`src/include/svtc_consts.svh`:
```
// Constants for the serial VID target control block
`ifndef SVTC_CONSTS_SVH
`define SVTC_CONSTS_SVH

// ==========================================
// Register map
`define SVTC_OFF_CTRL 12'h000
`define SVTC_OFF_STATUS 12'h004
`define SVTC_CTRL_RST 1'b1

// ==========================================
// Boot codes as 7-bit targets: 1.1, 1.0, 0.9, 0.8 V
`define SVTC_BOOT_00 7'h24
`define SVTC_BOOT_01 7'h2C
`define SVTC_BOOT_10 7'h34
`define SVTC_BOOT_11 7'h3C

// Fixed-mode codes as 7-bit targets: 1.4, 1.2, 1.0, 0.8 V
`define SVTC_FIX_00 7'h0C
`define SVTC_FIX_01 7'h1C
`define SVTC_FIX_10 7'h2C
`define SVTC_FIX_11 7'h3C

// ==========================================
// Code floor (0.5 V) and first off code
`define SVTC_CODE_FLOOR 7'h54
`define SVTC_CODE_OFF_MIN 7'h7C

// ==========================================
// Address byte fields: [7:5] fixed, [2:0] select plus write bit
`define SVTC_ADDR_HI 3'h6
`define SVTC_SEL_OUT1 3'h4
`define SVTC_SEL_OUT2 3'h2
`define SVTC_SEL_BOTH 3'h6

// Bits per serial word
`define SVTC_WORD_BITS 4'h8

`endif

```
`src/include/svtc_pkg.sv`:
```
// Types for the serial VID target control block
package svtc_pkg;

  typedef struct packed {
    logic off;
    logic [6:0] code;
  } svtc_target_s;

  typedef struct packed {
    logic psel;
    logic penable;
    logic pwrite;
    logic [11:0] paddr;
    logic [31:0] pwdata;
  } svtc_apb_req_s;

  typedef enum logic [4:0] {
    SVTC_IDLE = 5'b00001,
    SVTC_ADDR = 5'b00010,
    SVTC_ACKA = 5'b00100,
    SVTC_DATA = 5'b01000,
    SVTC_ACKD = 5'b10000
  } svtc_state_e;

endpackage

```
`src/svtc_core.sv`:
```
// Serial VID target control: boot and fixed codes, serial command receiver, APB registers
//
// What this block does
// - On enable rise without power good, latch both pins as boot code.
// - Boot code clock-pin high bit: 00=1.1, 01=1.0, 10=0.9, 11=0.8 V.
// - Both targets hold boot voltage until power good rises.
// - Boot code stored; power good falling returns both targets to it.
// - Serial commands accepted only while power good is asserted.
// - Address and data are 8-bit words, most significant bit first.
// - Three addresses select output 1, output 2 or both.
// - Address byte 110xx100, 110xx010 or 110xx110; x bits ignored.
// - After start, acknowledge matching address and the one data byte after it by pulling data low.
// - Data bit 7 power-save hint ignored; no power-saving mode.
// - Seven-bit code: zero is 1.55 V, each step 12.5 mV lower.
// - New code applied right after the data acknowledge.
// - Enable rise with power good at bias rail: latch fixed-mode code.
// - Fixed code clock-pin high bit: 00=1.4, 01=1.2, 10=1.0, 11=0.8 V.
//
// Local design decisions: the register offsets and register access over APB.
`timescale 1ns/10ps
`default_nettype none
`include "svtc_consts.svh"

module svtc_core
  import svtc_pkg::*;
(
  input wire logic ref_clk,
  input wire logic sys_rst,
  input wire logic clk_en,
  input wire logic enable_in,
  input wire logic host_power_good_in,
  input wire logic pg_at_bias_rail,
  input wire logic serial_clock_pin,
  input wire logic serial_data_pin_in,
  output logic serial_data_pin_out,
  output logic serial_data_pin_oe,
  output svtc_target_s target_ref_out1,
  output svtc_target_s target_ref_out2,
  input wire svtc_apb_req_s apb_req,
  output logic [31:0] prdata,
  output logic pready,
  output logic pslverr
);

  // ==========================================
  // Helpers
  function automatic svtc_target_s svtc_level(input logic [6:0] code);
    svtc_target_s t;
    t.off = (code >= `SVTC_CODE_OFF_MIN);
    t.code = (code > `SVTC_CODE_FLOOR) ? `SVTC_CODE_FLOOR : code;
    if (t.off)
    begin
      t.code = 7'h00;
    end
    return t;
  endfunction

  function automatic svtc_target_s svtc_strap(input logic [1:0] pins, input logic fixed);
    svtc_target_s t;
    t.off = 1'b0;
    unique case (pins)
      2'b00: t.code = fixed ? `SVTC_FIX_00 : `SVTC_BOOT_00;
      2'b01: t.code = fixed ? `SVTC_FIX_01 : `SVTC_BOOT_01;
      2'b10: t.code = fixed ? `SVTC_FIX_10 : `SVTC_BOOT_10;
      2'b11: t.code = fixed ? `SVTC_FIX_11 : `SVTC_BOOT_11;
    endcase
    return t;
  endfunction

  // ==========================================
  // State
  logic [4:0] sync1_r, sync2_r, prev_r;
  logic ctrl_rx_r, ctrl_rx_nxt;
  logic fixed_r, fixed_nxt;
  logic [1:0] boot_r, boot_nxt;
  svtc_target_s t1_r, t1_nxt, t2_r, t2_nxt;
  svtc_state_e st_r, st_nxt;
  logic [3:0] cnt_r, cnt_nxt;
  logic [7:0] sh_r, sh_nxt;
  logic [1:0] sel_r, sel_nxt;
  logic oe_r, oe_nxt;
  logic [31:0] rd_r, rd_nxt;
  logic err_r, err_nxt;
  logic acc_r, acc_nxt;

  // Synchronised levels: [0] scl [1] sda [2] enable [3] power good [4] bias
  logic scl_s, sda_s, en_s, pg_s, bias_s;
  logic scl_rise, scl_fall, start_det, stop_det, active;
  assign scl_s = sync2_r[0];
  assign sda_s = sync2_r[1];
  assign en_s = sync2_r[2];
  assign pg_s = sync2_r[3];
  assign bias_s = sync2_r[4];
  assign scl_rise = scl_s & ~prev_r[0];
  assign scl_fall = ~scl_s & prev_r[0];
  assign start_det = scl_s & prev_r[0] & prev_r[1] & ~sda_s;
  assign stop_det = scl_s & prev_r[0] & ~prev_r[1] & sda_s;
  // Fixed mode and missing power good both lock the receiver out
  assign active = en_s & pg_s & ~fixed_r & ctrl_rx_r;

  // ==========================================
  // Next state
  always_comb
  begin
    ctrl_rx_nxt = ctrl_rx_r;
    fixed_nxt = fixed_r;
    boot_nxt = boot_r;
    t1_nxt = t1_r;
    t2_nxt = t2_r;
    st_nxt = st_r;
    cnt_nxt = cnt_r;
    sh_nxt = sh_r;
    sel_nxt = sel_r;
    oe_nxt = oe_r;
    rd_nxt = rd_r;
    err_nxt = 1'b0;
    acc_nxt = apb_req.psel & apb_req.penable & ~acc_r;

    if (!en_s)
    begin
      t1_nxt = '{off: 1'b1, code: 7'h00};
      t2_nxt = '{off: 1'b1, code: 7'h00};
      fixed_nxt = 1'b0;
      st_nxt = SVTC_IDLE;
      oe_nxt = 1'b0;
    end
    else if (!prev_r[2])
    begin
      // Pins still carry the strap level on the enable edge
      boot_nxt = {scl_s, sda_s};
      fixed_nxt = bias_s;
      t1_nxt = svtc_strap({scl_s, sda_s}, bias_s);
      t2_nxt = svtc_strap({scl_s, sda_s}, bias_s);
      st_nxt = SVTC_IDLE;
    end
    else if (!pg_s && prev_r[3] && !fixed_r)
    begin
      t1_nxt = svtc_strap(boot_r, 1'b0);
      t2_nxt = svtc_strap(boot_r, 1'b0);
    end

    if (en_s && prev_r[2])
    begin
      if (!active)
      begin
        st_nxt = SVTC_IDLE;
        oe_nxt = 1'b0;
      end
      else if (start_det)
      begin
        st_nxt = SVTC_ADDR;
        cnt_nxt = 4'h0;
        oe_nxt = 1'b0;
      end
      else if (stop_det)
      begin
        st_nxt = SVTC_IDLE;
        oe_nxt = 1'b0;
      end
      else
      begin
        unique case (st_r)
          SVTC_IDLE:
          begin
            oe_nxt = 1'b0;
          end
          SVTC_ADDR, SVTC_DATA:
          begin
            if (scl_rise && cnt_r < `SVTC_WORD_BITS)
            begin
              sh_nxt = {sh_r[6:0], sda_s};
              cnt_nxt = cnt_r + 4'h1;
            end
            else if (scl_fall && cnt_r == `SVTC_WORD_BITS)
            begin
              cnt_nxt = 4'h0;
              if (st_r == SVTC_DATA)
              begin
                st_nxt = SVTC_ACKD;
                oe_nxt = 1'b1;
              end
              else if (sh_r[7:5] == `SVTC_ADDR_HI &&
                       (sh_r[2:0] == `SVTC_SEL_OUT1 || sh_r[2:0] == `SVTC_SEL_OUT2 ||
                        sh_r[2:0] == `SVTC_SEL_BOTH))
              begin
                st_nxt = SVTC_ACKA;
                oe_nxt = 1'b1;
                sel_nxt = sh_r[2:1];
              end
              else
              begin
                // No acknowledge; wait for the next start
                st_nxt = SVTC_IDLE;
              end
            end
          end
          SVTC_ACKA, SVTC_ACKD:
          begin
            if (scl_rise)
            begin
              cnt_nxt = 4'h1;
            end
            else if (scl_fall && cnt_r == 4'h1)
            begin
              oe_nxt = 1'b0;
              cnt_nxt = 4'h0;
              st_nxt = (st_r == SVTC_ACKA) ? SVTC_DATA : SVTC_IDLE;
              if (st_r == SVTC_ACKD)
              begin
                // Bit 7 is the power-save hint and is dropped here
                if (sel_r[1])
                begin
                  t1_nxt = svtc_level(sh_r[6:0]);
                end
                if (sel_r[0])
                begin
                  t2_nxt = svtc_level(sh_r[6:0]);
                end
              end
            end
          end
        endcase
      end
    end

    // ==========================================
    // APB: one wait state; writes land on the edge that completes the access
    if (apb_req.psel && !apb_req.penable)
    begin
      rd_nxt = 32'h0000_0000;
    end
    if (apb_req.psel && apb_req.penable)
    begin
      rd_nxt = 32'h0000_0000;
      if (apb_req.paddr == `SVTC_OFF_CTRL)
      begin
        if (apb_req.pwrite && acc_r)
        begin
          ctrl_rx_nxt = apb_req.pwdata[0];
        end
        rd_nxt = {31'h0000_0000, ctrl_rx_r};
      end
      else if (apb_req.paddr == `SVTC_OFF_STATUS)
      begin
        rd_nxt = {11'h000, en_s, pg_s, fixed_r, boot_r, t2_r, t1_r};
      end
      else
      begin
        err_nxt = 1'b1;
      end
    end
  end

  // ==========================================
  // Registers
  always_ff @(posedge ref_clk)
  begin
    if (sys_rst)
    begin
      sync1_r <= 5'h00;
      sync2_r <= 5'h00;
      prev_r <= 5'h00;
      ctrl_rx_r <= `SVTC_CTRL_RST;
      fixed_r <= 1'b0;
      boot_r <= 2'h0;
      t1_r <= '{off: 1'b1, code: 7'h00};
      t2_r <= '{off: 1'b1, code: 7'h00};
      st_r <= SVTC_IDLE;
      cnt_r <= 4'h0;
      sh_r <= 8'h00;
      sel_r <= 2'h0;
      oe_r <= 1'b0;
      rd_r <= 32'h0000_0000;
      err_r <= 1'b0;
      acc_r <= 1'b0;
    end
    else if (clk_en)
    begin
      sync1_r <= {pg_at_bias_rail, host_power_good_in, enable_in, serial_data_pin_in, serial_clock_pin};
      sync2_r <= sync1_r;
      prev_r <= sync2_r;
      ctrl_rx_r <= ctrl_rx_nxt;
      fixed_r <= fixed_nxt;
      boot_r <= boot_nxt;
      t1_r <= t1_nxt;
      t2_r <= t2_nxt;
      st_r <= st_nxt;
      cnt_r <= cnt_nxt;
      sh_r <= sh_nxt;
      sel_r <= sel_nxt;
      oe_r <= oe_nxt;
      rd_r <= rd_nxt;
      err_r <= err_nxt;
      acc_r <= acc_nxt;
    end
  end

  // Read data is registered, so the slave answers one cycle into the access phase
  assign pready = acc_r & clk_en;
  assign prdata = acc_r ? rd_r : 32'h0000_0000;
  assign pslverr = acc_r & err_r;
  assign serial_data_pin_out = 1'b0;
  assign serial_data_pin_oe = oe_r;
  assign target_ref_out1 = t1_r;
  assign target_ref_out2 = t2_r;

endmodule
`default_nettype wire

```
`config.mk`:
```
export PLATFORM = sky130hd
export DESIGN_NAME = svtc_core
export DESIGN_NICKNAME = d
export VERILOG_FILES = /design/src/include/svtc_pkg.sv /design/src/svtc_core.sv
export VERILOG_INCLUDE_DIRS = /design/src /design/src/include
export SDC_FILE = /design/constraint.sdc
export NUM_CORES = 1
export LEC_CHECK = 0
export BUFFER_PORTS_ARGS = -buffer_cell sky130_fd_sc_hd__buf_2
export CORE_MARGIN = 3
export CORE_UTILIZATION = 45
export DETAILED_ROUTE_END_ITERATION = 10
export PLACE_DENSITY = 0.66
export SKIP_CTS_REPAIR_TIMING = 1
export SKIP_LAST_GASP = 1
export SLEW_MARGIN = 20
export SYNTH_ARGS = -nofsm -noshare
export SYNTH_HDL_FRONTEND = slang
export SYNTH_SLANG_ARGS = --single-unit
```
`constraint.sdc`:
```
create_clock -name ref_clk -period 2.4 [get_ports ref_clk]
set_input_delay 0.48 -clock ref_clk [delete_from_list [all_inputs] [get_ports ref_clk]]
set_output_delay 0.48 -clock ref_clk [all_outputs]
set_load 0.01 [all_outputs]
```
==> results.txt, run 1 <==
----------------------------------------------------
[Power and ir drop]
  Worst vdd rail ir drop ... 0.398 mV
  Reported leakage power ... 1.95 nW
  Final Power ... 2.38 mW
  P per Cell Area ... 518 nW/µm²

[Timing]
  Count of endpoints failing setup in the final report ... 0
  Setup TNS after final layout ... 0 ns
  Worst slew margin relative to its limit ... 52.2%
  Max-slew violation count ... 0
  Transition time at the pin with the least slew margin ... 0.715 ns
  Fmax ... 477 MHz
  Count of final hold-check violations ... 0
  Clock skew after layout ... 0.0140 ns
  Tmin final ... 2.10 ns
  Setup repair after global routing missed its margin ... false
  Final period util ... 87.4%

[Clock tree]
  Total number of H-tree levels ... 3
  Post-CTS clock slew at the launch and capture registers of the worst setup and hold paths ... 0.08 ns
  Clock root buffer master ... sky130_fd_sc_hd__clkbuf_8
  Sink Count ... 77
  Number of CTS-inserted buffers ... 9
  TritonCTS clock tree ... done
  Clock Latency Late Sink ... 0.36 ns
  Clock Path Buffers ... 2

[Layout]
  Antenna cells ... 0
  Area added between synthesis and finish ... 14.3%
  Share of cells above drive strength 1 ... 22.3%
  NumNets Final ... 587
  Final core utilization ... 54.4%
  Design Area, Final ... 4600 µm²

[Placement]
  DP HPWL ... 7100 µm
  Weighted congestion at the end of routability-driven global placement ... 0.927
  Placement-stage cell area ... 4410 µm²
  Number of buffers added on ports ... 63

[Setup path]
  Worst reg2reg startpoint ... sync2_r[0]
  Worst-path cell chain ... buf_4 > and2_2 > a2111oi_4 > o211ai_2 > a2111oi_2 > a31o_1
  Largest stage delay on the critical path ... 0.42 ns
  Critical Path Start Type ... flip-flop
  Largest fanout on the critical path ... 8
  Start-to-end type of the worst setup path ... reg -> reg
  Required time reported for the critical path endpoint ... 2.70 ns
  Data arrival, critical path ... 2.39 ns
  Kind of capture point of the worst setup path ... flip-flop
  Slowest cell on crit path ... sky130_fd_sc_hd__a2111oi_4
  Cell family contributing the most delay on the critical path ... compound AO/OA/AOI/OAI gates
  Buffers and inverters on the worst path ... 1
  Worst Setup SP ... sync2_r[0]

[Logic synthesis]
  Top cells by area, synth ... sky130_fd_sc_hd__dfxtp_1, sky130_fd_sc_hd__mux2i_1, sky130_fd_sc_hd__nor2_1
  Share of synthesized area occupied by flip-flops and latches ... 38.3%
  Flop and latch count out of synthesis ... 77
  Count of distinct cell types in the synthesized netlist ... 74
  Proportion of synthesized flip-flops having asynchronous set or reset ... 0%
  Library cell occupying the most area in the post-synthesis netlist ... sky130_fd_sc_hd__dfxtp_1
  Count of warnings emitted by yosys ... 0
  Top cell type's share of synthesized area ... 38.3%
  Most instantiated flip-flop cell in the synthesis netlist ... sky130_fd_sc_hd__dfxtp_1
  Cell Area, Synth ... 4030 µm²
  Post-Syn Area per Cell ... 8.53 µm²
  Post-Synthesis Cells ... 472
  Number of enable-type register cells in the synthesized netlist ... 0

[Global routing]
  Pin count of the biggest net entering global routing ... 55
  Initial antenna violation count ... 0
  Via count of the first global-routing pass ... 3285
  Global route overflow ... 0
  Total global routing track utilization ... 19.6%
  Global-route wire length before repair ... 16000 µm

[Route]
  Detailed-route DRC error count ... 0
  Detailed-route via count ... 3648
  Number of nets still failing antenna checks after routing ... 0
  Wirelength per Cell ... 15.4 µm
  Via density ... 5.71
  Number of detailed-routing iterations run before antenna repair ... 5
  Total detailed-routing wirelength ... 9820 µm
  First DRT Iteration DRCs ... 208

[Floorplan]
  Die Y-Extent ... 101 µm
  Die X-Extent ... 101 µm
  Area of the core ... 8460 µm²
  Initial Util ... 47.6%
  Number of placement rows ... 33
  Top-level I/O count ... 107
  Die outline area ... 10100 µm²

[Hold path]
  Hold Path Origin ... apb_req[0]
  Type of the worst min-delay path ... in -> reg

[Job]
  Max-cap viol count ... 0

[Outcome]
  Run status ... completed

----------------------------------------------------
cells in the mapped netlist, types with 2 or more instances:
cell type and number:
sky130_fd_sc_hd__o22ai_1 2, sky130_fd_sc_hd__o21a_1 2, sky130_fd_sc_hd__nor3b_1 4, sky130_fd_sc_hd__inv_1 9
sky130_fd_sc_hd__nor4_1 4, sky130_fd_sc_hd__a221o_1 3, sky130_fd_sc_hd__a211o_1 4, sky130_fd_sc_hd__a21o_1 4
sky130_fd_sc_hd__o2bb2ai_1 7, sky130_fd_sc_hd__o21ai_0 15, sky130_fd_sc_hd__nor2b_1 4, sky130_fd_sc_hd__and3_1 3
sky130_fd_sc_hd__nand2_1 30, sky130_fd_sc_hd__clkbuf_1 21, sky130_fd_sc_hd__a211oi_2 3, sky130_fd_sc_hd__a22oi_1 23
sky130_fd_sc_hd__o21ai_1 3, sky130_fd_sc_hd__nand3_2 3, sky130_fd_sc_hd__or2_2 2, sky130_fd_sc_hd__buf_2 5
sky130_fd_sc_hd__xor2_1 2, sky130_fd_sc_hd__nand4b_1 3, sky130_fd_sc_hd__dfxtp_1 77, sky130_fd_sc_hd__ha_1 3
sky130_fd_sc_hd__o211ai_1 2, sky130_fd_sc_hd__nand4_1 7, sky130_fd_sc_hd__buf_1 3, sky130_fd_sc_hd__nor3_1 9
sky130_fd_sc_hd__a31oi_1 3, sky130_fd_sc_hd__xnor2_1 2, sky130_fd_sc_hd__a21oi_1 26, sky130_fd_sc_hd__nand2b_1 5
sky130_fd_sc_hd__mux2i_1 26, sky130_fd_sc_hd__nor2_1 65, sky130_fd_sc_hd__nand3b_1 3, sky130_fd_sc_hd__and2_1 26
sky130_fd_sc_hd__buf_4 12, sky130_fd_sc_hd__and4_1 3, sky130_fd_sc_hd__nand3_1 9
where the power goes:
group / switching (mW) / internal, mW
registers: 0.0167 / 1.29
logic: 0.0921 / 0.0531
clock network: 0.531 / 0.398
layout make-up:
class                           instances  area [µm²]
Clock inverter                          7        63.8
Fill cell                             809        3860
Multi-Input combinational cell        354        2270
Tap cell                              105         131
Clock buffer                            9         124
Timing Repair Buffer                   77         433
Sequential cell                        77        1540
Inverter                               10        37.5
kinds of logic (layout without fill, tap and decap cells):
logic type	count (synthesis)	after routing	synth area share (%)
multiplexers	28	28	7.12
buffers and inverters	52	103	6.31
AND/OR/NAND/NOR	193	193	25.6
adder cells (fa/ha/maj)	3	3	0.933
XOR/XNOR	4	4	0.871
AO/OA/AOI/OAI	114	114	20.7
other	1	12	0.0932
flip-flops	77	77	38.3
flip-flops by register name, indices dropped and copies added, names as in the netlist, 2 cells and up:
signal	count
rd_r	21
st_r	5
target_ref_out2	8
target_ref_out1	8
cnt_r	4
prev_r	4
sh_r	8
sync2_r	5
boot_r	2
sel_r	2
sync1_r	5
metrics by stage:
| step | cells | hold slack, ns | setup WS [ns] |
|---|---|---|---|
| after floorplan | 483 | 0.446 | 0.454 |
| final | 639 | 0.358 | 0.303 |
| after detailed placement | 623 | 0.472 | 0.330 |
| after global placement | 623 | 0.461 | 0.341 |
| after global routing | 639 | 0.374 | 0.134 |
| after CTS | 639 | 0.350 | 0.301 |
metal layers:
metal | wire [µm] | up-vias | part of all wire (%) | track usage, %
met5 | 0 | - | 0 | 0
met4 | 208 | 0 | 2.1 | 7.77
met3 | 699 | 19 | 7.1 | 3.32
met2 | 4130 | 155 | 42 | 28.5
met1 | 4780 | 1689 | 49 | 28.7
li1 | - | 1785 | - | -
worst reg2reg max path, stage by stage, from the launching register on:
cell                        delay, ns
sky130_fd_sc_hd__dfxtp_1         0.38
sky130_fd_sc_hd__buf_4           0.19
sky130_fd_sc_hd__and2_2          0.23
sky130_fd_sc_hd__a2111oi_4       0.42
sky130_fd_sc_hd__o211ai_2        0.28
sky130_fd_sc_hd__a2111oi_2       0.41
sky130_fd_sc_hd__a31o_1          0.14
cell usage in the layout, fill, tap and decap left out, types with 9 or more instances in the layout:
cell type	instances
sky130_fd_sc_hd__buf_4	13
sky130_fd_sc_hd__and2_1	26
sky130_fd_sc_hd__mux2i_1	26
sky130_fd_sc_hd__nand2_1	30
sky130_fd_sc_hd__dfxtp_1	77
sky130_fd_sc_hd__clkbuf_8	9
sky130_fd_sc_hd__a21oi_1	26
sky130_fd_sc_hd__inv_1	9
sky130_fd_sc_hd__conb_1	12
sky130_fd_sc_hd__nor2_1	65
sky130_fd_sc_hd__buf_2	63
sky130_fd_sc_hd__nand3_1	9
sky130_fd_sc_hd__nor3_1	9
sky130_fd_sc_hd__o21ai_0	15
sky130_fd_sc_hd__a22oi_1	23
worst paths after layout:
check,endpoint,slack (ns),depth (start not counted)
worst min-delay path,ctrl_rx_r,0.36,3
worst max-delay path,cnt_r[2],0.30,6
worst min register to register,target_ref_out2[6],0.49,1
worst max register to register,cnt_r[2],0.30,6
Note: power is estimated with default switching activity, not from simulation.
==> run 2: changes to the inputs <==
Settings changed: RECOVER_POWER set to 25.
==> run 2 against run 1 <==
  * Worst setup slack is essentially flat
  * Global-route usage is the same
  * Sequential power about the same
  * Via count fell by 0.27%
  * Fmax about the same
  * First-iteration DRC count down 2.4%
  * Non-clock buffer count is the same
  * Die area unchanged
  * Flip-flop and latch count unchanged
  * Critical path type unchanged
  * Largest power group unchanged
==> results.txt, run 2 (synthesis results as in run 1) <==
----------------------------------------------------
[Power and ir drop]
  Worst vdd rail ir drop ... 0.399 mV (+0.27%)
  Reported leakage power ... 1.91 nW (-2.2%)
  Final Power ... 2.39 mW (+0.18%)
  P per Cell Area ... 520 nW/µm² (+0.53%)

[Route]
  Wirelength per Cell ... 15.4 µm (+0.10%)
  Via density ... 5.69 (-0.27%)
  Detailed-route via count ... 3638 (-0.27%)
  Number of nets still failing antenna checks after routing ... 0 (unchanged)
  Detailed-route DRC error count ... 0 (unchanged)
  Number of detailed-routing iterations run before antenna repair ... 5 (unchanged)
  First DRT Iteration DRCs ... 203 (-2.4%)
  Total detailed-routing wirelength ... 9830 µm (+0.10%)

[Clock tree]
  Number of CTS-inserted buffers ... 9 (unchanged)
  TritonCTS clock tree ... done
  Sink Count ... 77 (unchanged)
  Clock Latency Late Sink ... 0.36 ns (about the same)
  Post-CTS clock slew at the launch and capture registers of the worst setup and hold paths ... 0.08 ns (about the same)
  Clock root buffer master ... sky130_fd_sc_hd__clkbuf_8
  Clock Path Buffers ... 2 (unchanged)
  Total number of H-tree levels ... 3 (unchanged)

[Floorplan]
  Die X-Extent ... 101 µm (unchanged)
  Top-level I/O count ... 107 (unchanged)
  Area of the core ... 8460 µm² (unchanged)
  Die Y-Extent ... 101 µm (unchanged)
  Initial Util ... 47.6% (unchanged)
  Die outline area ... 10100 µm² (unchanged)
  Number of placement rows ... 33 (unchanged)

[Outcome]
  Run status ... completed

[Timing]
  Tmin final ... 2.10 ns (-0.000402 ns)
  Setup TNS after final layout ... 0 ns (unchanged)
  Transition time at the pin with the least slew margin ... 1.08 ns (+0.360 ns)
  Setup repair after global routing missed its margin ... false
  Final Worst Setup Slack ... 0.304 ns (+0.000402 ns)
  Worst slew margin relative to its limit ... 28.3% (-24 points)
  Final period util ... 87.3% (about the same)
  Clock skew after layout ... 0.0173 ns (+0.00325 ns)
  Count of endpoints failing setup in the final report ... 0 (unchanged)
  Fmax ... 477 MHz (about the same)
  Count of final hold-check violations ... 0 (unchanged)
  Max-slew violation count ... 0 (unchanged)

[Global routing]
  Initial antenna violation count ... 0 (unchanged)
  Global-route wire length before repair ... 16000 µm (unchanged)
  Total global routing track utilization ... 19.6% (unchanged)
  Pin count of the biggest net entering global routing ... 55 (unchanged)
  Global route overflow ... 0 (unchanged)
  Via count of the first global-routing pass ... 3285 (unchanged)

[Layout]
  Biggest register ... rd_r
  Largest register FFs ... 21 (unchanged)
  Layout Cells excl Fill ... 639 (unchanged)
  Sequential Area ... 1540 µm² (unchanged)
  Most frequent standard cell in the layout excluding fill and tap cells ... sky130_fd_sc_hd__dfxtp_1
  Area added between synthesis and finish ... 13.9%
  Area of the multi-input gates ... 2270 µm² (unchanged)
  Design Area, Final ... 4590 µm² (-0.35%)
  Antenna cells ... 0 (unchanged)
  # fillers ... 811 (+0.25%)
  Share of cells above drive strength 1 ... 20.2% (-2.1 points)
  Commonest cells after routing, fill and taps aside ... sky130_fd_sc_hd__dfxtp_1, sky130_fd_sc_hd__nor2_1, sky130_fd_sc_hd__buf_2, sky130_fd_sc_hd__nand2_1
  NumNets Final ... 587 (unchanged)

[Setup path]
  Reg-to-reg slack, setup ... 0.30 ns (about the same)
  Required time reported for the critical path endpoint ... 2.70 ns (about the same)
  Start-to-end type of the worst setup path ... reg -> reg
  Data arrival, critical path ... 2.39 ns (about the same)
  Kind of capture point of the worst setup path ... flip-flop
  Critical Path Start Type ... flip-flop
  Largest fanout on the critical path ... 8 (unchanged)

[Placement]
  Placed Instances ... 623 (unchanged)
  DP HPWL ... 7100 µm (unchanged)
  DP Worst Slack ... 0.330 ns (unchanged)
  Number of buffers added on ports ... 63 (unchanged)
  Placement-stage cell area ... 4410 µm² (unchanged)
  Weighted congestion at the end of routability-driven global placement ... 0.927 (unchanged)

[Hold path]
  Type of the worst min-delay path ... in -> reg

[Job]
  Max-cap viol count ... 0 (unchanged)

----------------------------------------------------
## run 2: cell types whose count changed in the layout (fill, tap and decap cells not counted), sizes merged
| cell | delta |
|---|---|
| buf | -11 |
| clkbuf | +11 |
## run 2: final timing paths
path / start / to / cells past startpoint
worst min register to register: prev_r[3] / prev_r[3] / 2
worst min-delay path: apb_req[0] / ctrl_rx_r / 3
worst max-delay path: sync2_r[0] / cnt_r[2] / 6
worst max register to register: sync2_r[0] / cnt_r[2] / 6
## run 2: stage by stage
stage,utilization (%),hold slack (ns)
after detailed placement,52.2,0.472
after CTS,54.4,0.350
after global routing,54.2,0.374
final,54.2,0.358
after floorplan,-,0.446
after global placement,52.2,0.461
## run 2: layout make-up
class,instances,share of cell area (%)
multi-input combinational,354,49.5
clock buffer,9,2.70
inverter,10,0.819
tap,105,2.86
sequential,77,33.6
timing repair buffer,77,9.09
clock inverter,7,1.39
## run 2: report_power, final
group	total [mW]	internal [mW]	switching, mW
logic	0.144	0.0521	0.0921
registers	1.31	1.29	0.0167
clock network	0.934	0.399	0.536
total	2.39	1.74	0.645
## run 2: per-layer routing
layer  global-route usage (%)  routed length (µm)  up-vias  share of wire (%)
met2                     28.5                4100      153                 42
met1                     28.7                4840     1683                 49
met4                     7.77                 201        0                2.0
met3                     3.32                 690       17                7.0
met5                        0                   0        -                  0
li1                         -                   -     1785                  -
## run 2: worst max-delay path: stages, from the launching register on
cell,delay [ns]
sky130_fd_sc_hd__dfxtp_1,0.38
sky130_fd_sc_hd__buf_4,0.19
sky130_fd_sc_hd__and2_2,0.23
sky130_fd_sc_hd__a2111oi_4,0.42
sky130_fd_sc_hd__o211ai_2,0.28
sky130_fd_sc_hd__a2111oi_2,0.40
sky130_fd_sc_hd__a31o_1,0.14
==> run 3: changes to the inputs <==
Settings changed: REMOVE_ABC_BUFFERS set to 1, SETUP_SLACK_MARGIN set to 0.1.
==> run 3 against run 2 <==
  * Fmax shrank 3.7%
  * Flip-flop and latch count stayed put
  * Clock power rose by 11%
  * Highest routed layer unchanged
  * Wire length rose by 3.6%
  * First-iteration DRC count rose by 5.4%
  * Sequential power hardly changed
  * Die area unchanged
  * Utilization grew 0.10 points
  * Largest power group unchanged
  * Worst setup slack got worse by 0.081 ns
  * Largest cell class unchanged
  * Worst hold slack got worse by 0.012 ns
  * Final cell count shrank 0.16%
==> results.txt, run 3 (synthesis results as in run 1) <==
----------------------------------------------------
[Timing]
  Worst slew margin relative to its limit ... 11.7% (-17 points)
  Clock skew after layout ... 0.00670 ns (-0.0106 ns)
  Count of endpoints failing setup in the final report ... 0 (unchanged)
  Setup repair after global routing missed its margin ... false
  Tmin final ... 2.18 ns (+0.0809 ns)
  Fmax ... 459 MHz (-3.7%)
  Count of final hold-check violations ... 0 (unchanged)
  Max-slew violation count ... 0 (unchanged)
  Final period util ... 90.7% (+3.4 points)
  Final Worst Setup Slack ... 0.223 ns (-0.0809 ns)
  Setup TNS after final layout ... 0 ns (unchanged)
  Transition time at the pin with the least slew margin ... 1.32 ns (+0.249 ns)

[Setup path]
  Largest fanout on the critical path ... 9 (+1)
  Reg-to-reg slack, setup ... 0.22 ns (-0.08 ns)
  Worst reg2reg startpoint ... sync2_r[2]
  Kind of capture point of the worst setup path ... flip-flop
  Worst Reg2Reg Path Length in Cells ... 5 (-1)
  Required time reported for the critical path endpoint ... 2.59 ns (-0.11 ns)
  Critical Path Start Type ... flip-flop
  Data arrival, critical path ... 2.37 ns (-0.02 ns)
  Start-to-end type of the worst setup path ... reg -> reg
  Worst Setup SP ... sync2_r[2]
  Worst reg2reg path endpoint ... sh_r[5]
  Worst setup endpoint ... sh_r[5]

[Power and ir drop]
  Flop pwr share ... 52.4% (-2.4 points)
  Share of total power in combinational logic ... 5.9% (about the same)
  Net switching component of the power ... 0.571 mW (-11%)
  Switching part of the total power ... 22.9% (-4.1 points)
  Worst vdd rail ir drop ... 0.328 mV (-18%)
  Clock Power Share ... 41.7% (+2.5 points)
  Design internal power ... 1.92 mW (+10%)
  Reported leakage power ... 1.91 nW (about the same)
  P per Cell Area ... 543 nW/µm² (+4.4%)

[Floorplan]
  Top-level I/O count ... 107 (unchanged)
  Die Y-Extent ... 101 µm (unchanged)
  Initial Util ... 47.6% (unchanged)
  Number of placement rows ... 33 (unchanged)
  Area of the core ... 8460 µm² (unchanged)
  Die outline area ... 10100 µm² (unchanged)
  Die X-Extent ... 101 µm (unchanged)

[Layout]
  Antenna cells ... 0 (unchanged)
  Most frequent standard cell in the layout excluding fill and tap cells ... sky130_fd_sc_hd__dfxtp_1
  Largest register FFs ... 21 (unchanged)
  Biggest register ... rd_r
  Area added between synthesis and finish ... 14.1%
  Commonest cells after routing, fill and taps aside ... sky130_fd_sc_hd__dfxtp_1, sky130_fd_sc_hd__nor2_1, sky130_fd_sc_hd__buf_2, sky130_fd_sc_hd__nand2_1
  NumNets Final ... 587 (unchanged)
  # fillers ... 836 (+3.1%)
  Share of cells above drive strength 1 ... 19.1% (-1.1 points)
  Layout Cells excl Fill ... 638 (-0.16%)

[Global routing]
  Total global routing track utilization ... 20.6% (+1.0 points)
  Initial antenna violation count ... 0 (unchanged)
  Via count of the first global-routing pass ... 3273 (-0.37%)
  Global route overflow ... 0 (unchanged)
  Pin count of the biggest net entering global routing ... 36 (-35%)
  Global-route wire length before repair ... 16700 µm (+4.7%)

[Clock tree]
  Number of CTS-inserted buffers ... 9 (unchanged)
  TritonCTS clock tree ... done
  Sink Count ... 77 (unchanged)
  Clock root buffer master ... sky130_fd_sc_hd__clkbuf_8
  Post-CTS clock slew at the launch and capture registers of the worst setup and hold paths ... 0.08 ns (about the same)
  Clock Path Buffers ... 2 (unchanged)
  Clock Latency Late Sink ... 0.35 ns (about the same)
  Total number of H-tree levels ... 3 (unchanged)

[Route]
  Via density ... 5.74 (+0.73%)
  Number of detailed-routing iterations run before antenna repair ... 5 (unchanged)
  First DRT Iteration DRCs ... 214 (+5.4%)
  Number of nets still failing antenna checks after routing ... 0 (unchanged)
  Total detailed-routing wirelength ... 10200 µm (+3.6%)
  Detailed-route DRC error count ... 0 (unchanged)
  Wirelength per Cell ... 16.0 µm (+3.8%)
  Detailed-route via count ... 3659 (+0.58%)

[Placement]
  DP HPWL ... 7470 µm (+5.3%)
  DP Worst Slack ... 0.293 ns (-0.0377 ns)
  Weighted congestion at the end of routability-driven global placement ... 0.912 (-1.6%)
  Number of buffers added on ports ... 63 (unchanged)
  Placed Instances ... 623 (unchanged)

[Outcome]
  Run status ... completed

[Hold path]
  Hold depth ... 3 (unchanged)
  Type of the worst min-delay path ... in -> reg

[Job]
  Max-cap viol count ... 0 (unchanged)

----------------------------------------------------
[run 3: cell count changes in the layout (fill, tap and decap cells not counted), sizes merged]
| cell | before | now |
|---|---|---|
| buf | 66 | 62 |
| inv | 13 | 9 |
| clkinvlp | 2 | 0 |
| bufinv | 0 | 2 |
| clkbuf | 20 | 26 |
| clkinv | 2 | 3 |
[run 3: power groups by stage]
stage	registers, mW	logic [mW]	clock network [mW]
after global placement	1.34	0.147	0
after detailed placement	1.34	0.149	0
after global routing	1.31	0.164	1.12
final	1.31	0.148	1.04
after floorplan	1.34	0.0620	0
after CTS	1.31	0.150	1.06
[run 3: layout make-up]
type	instances	area, µm²	area share [%]
multi-input cells	354	2270	49.4
clock buffers	11	131	2.86
repair buffers	77	408	8.88
inverters	10	37.5	0.817
clock inverters	4	73.8	1.61
flip-flops and latches	77	1540	33.6
well taps	105	131	2.86
[run 3: how the worst min path moves through the flow]
stage,from,slack [ns],endpoint
global placement,prev_r[3],0.46,prev_r[3]
detailed placement,prev_r[3],0.48,prev_r[3]
finish,apb_req[0],0.35,ctrl_rx_r
floorplan,prev_r[3],0.44,prev_r[3]
CTS,apb_req[0],0.34,ctrl_rx_r
global route,apb_req[0],0.34,ctrl_rx_r
[run 3: routing by layer]
metal | part of all wire, % | vias up | GRT usage [%] | routed length (µm)
li1 | - | 1784 | - | -
met1 | 46 | 1728 | 28.5 | 4680
met2 | 46 | 135 | 32.5 | 4730
met3 | 6.6 | 12 | 5.12 | 670
met4 | 1.0 | 0 | 4.87 | 104
met5 | 0 | - | 0 | 0
[run 3: stage by stage]
stage / total power [mW] / utilization [%] / cell area (µm²) / hold WS (ns)
finish: 2.50 / 54.3 / 4590 / 0.347
global route: 2.60 / 54.3 / 4590 / 0.337
CTS: 2.51 / 54.6 / 4620 / 0.344
detailed placement: 1.49 / 52.2 / 4410 / 0.477
global placement: 1.48 / 52.2 / 4410 / 0.459
floorplan: 1.40 / - / 3850 / 0.443
[run 3: critical path, stage by stage (launching register included)]
cell	delay, ns
sky130_fd_sc_hd__dfxtp_1	0.55
sky130_fd_sc_hd__nand2_1	0.31
sky130_fd_sc_hd__nor3_1	0.52
sky130_fd_sc_hd__nand3_2	0.34
sky130_fd_sc_hd__mux2i_1	0.25
sky130_fd_sc_hd__nor2_1	0.05
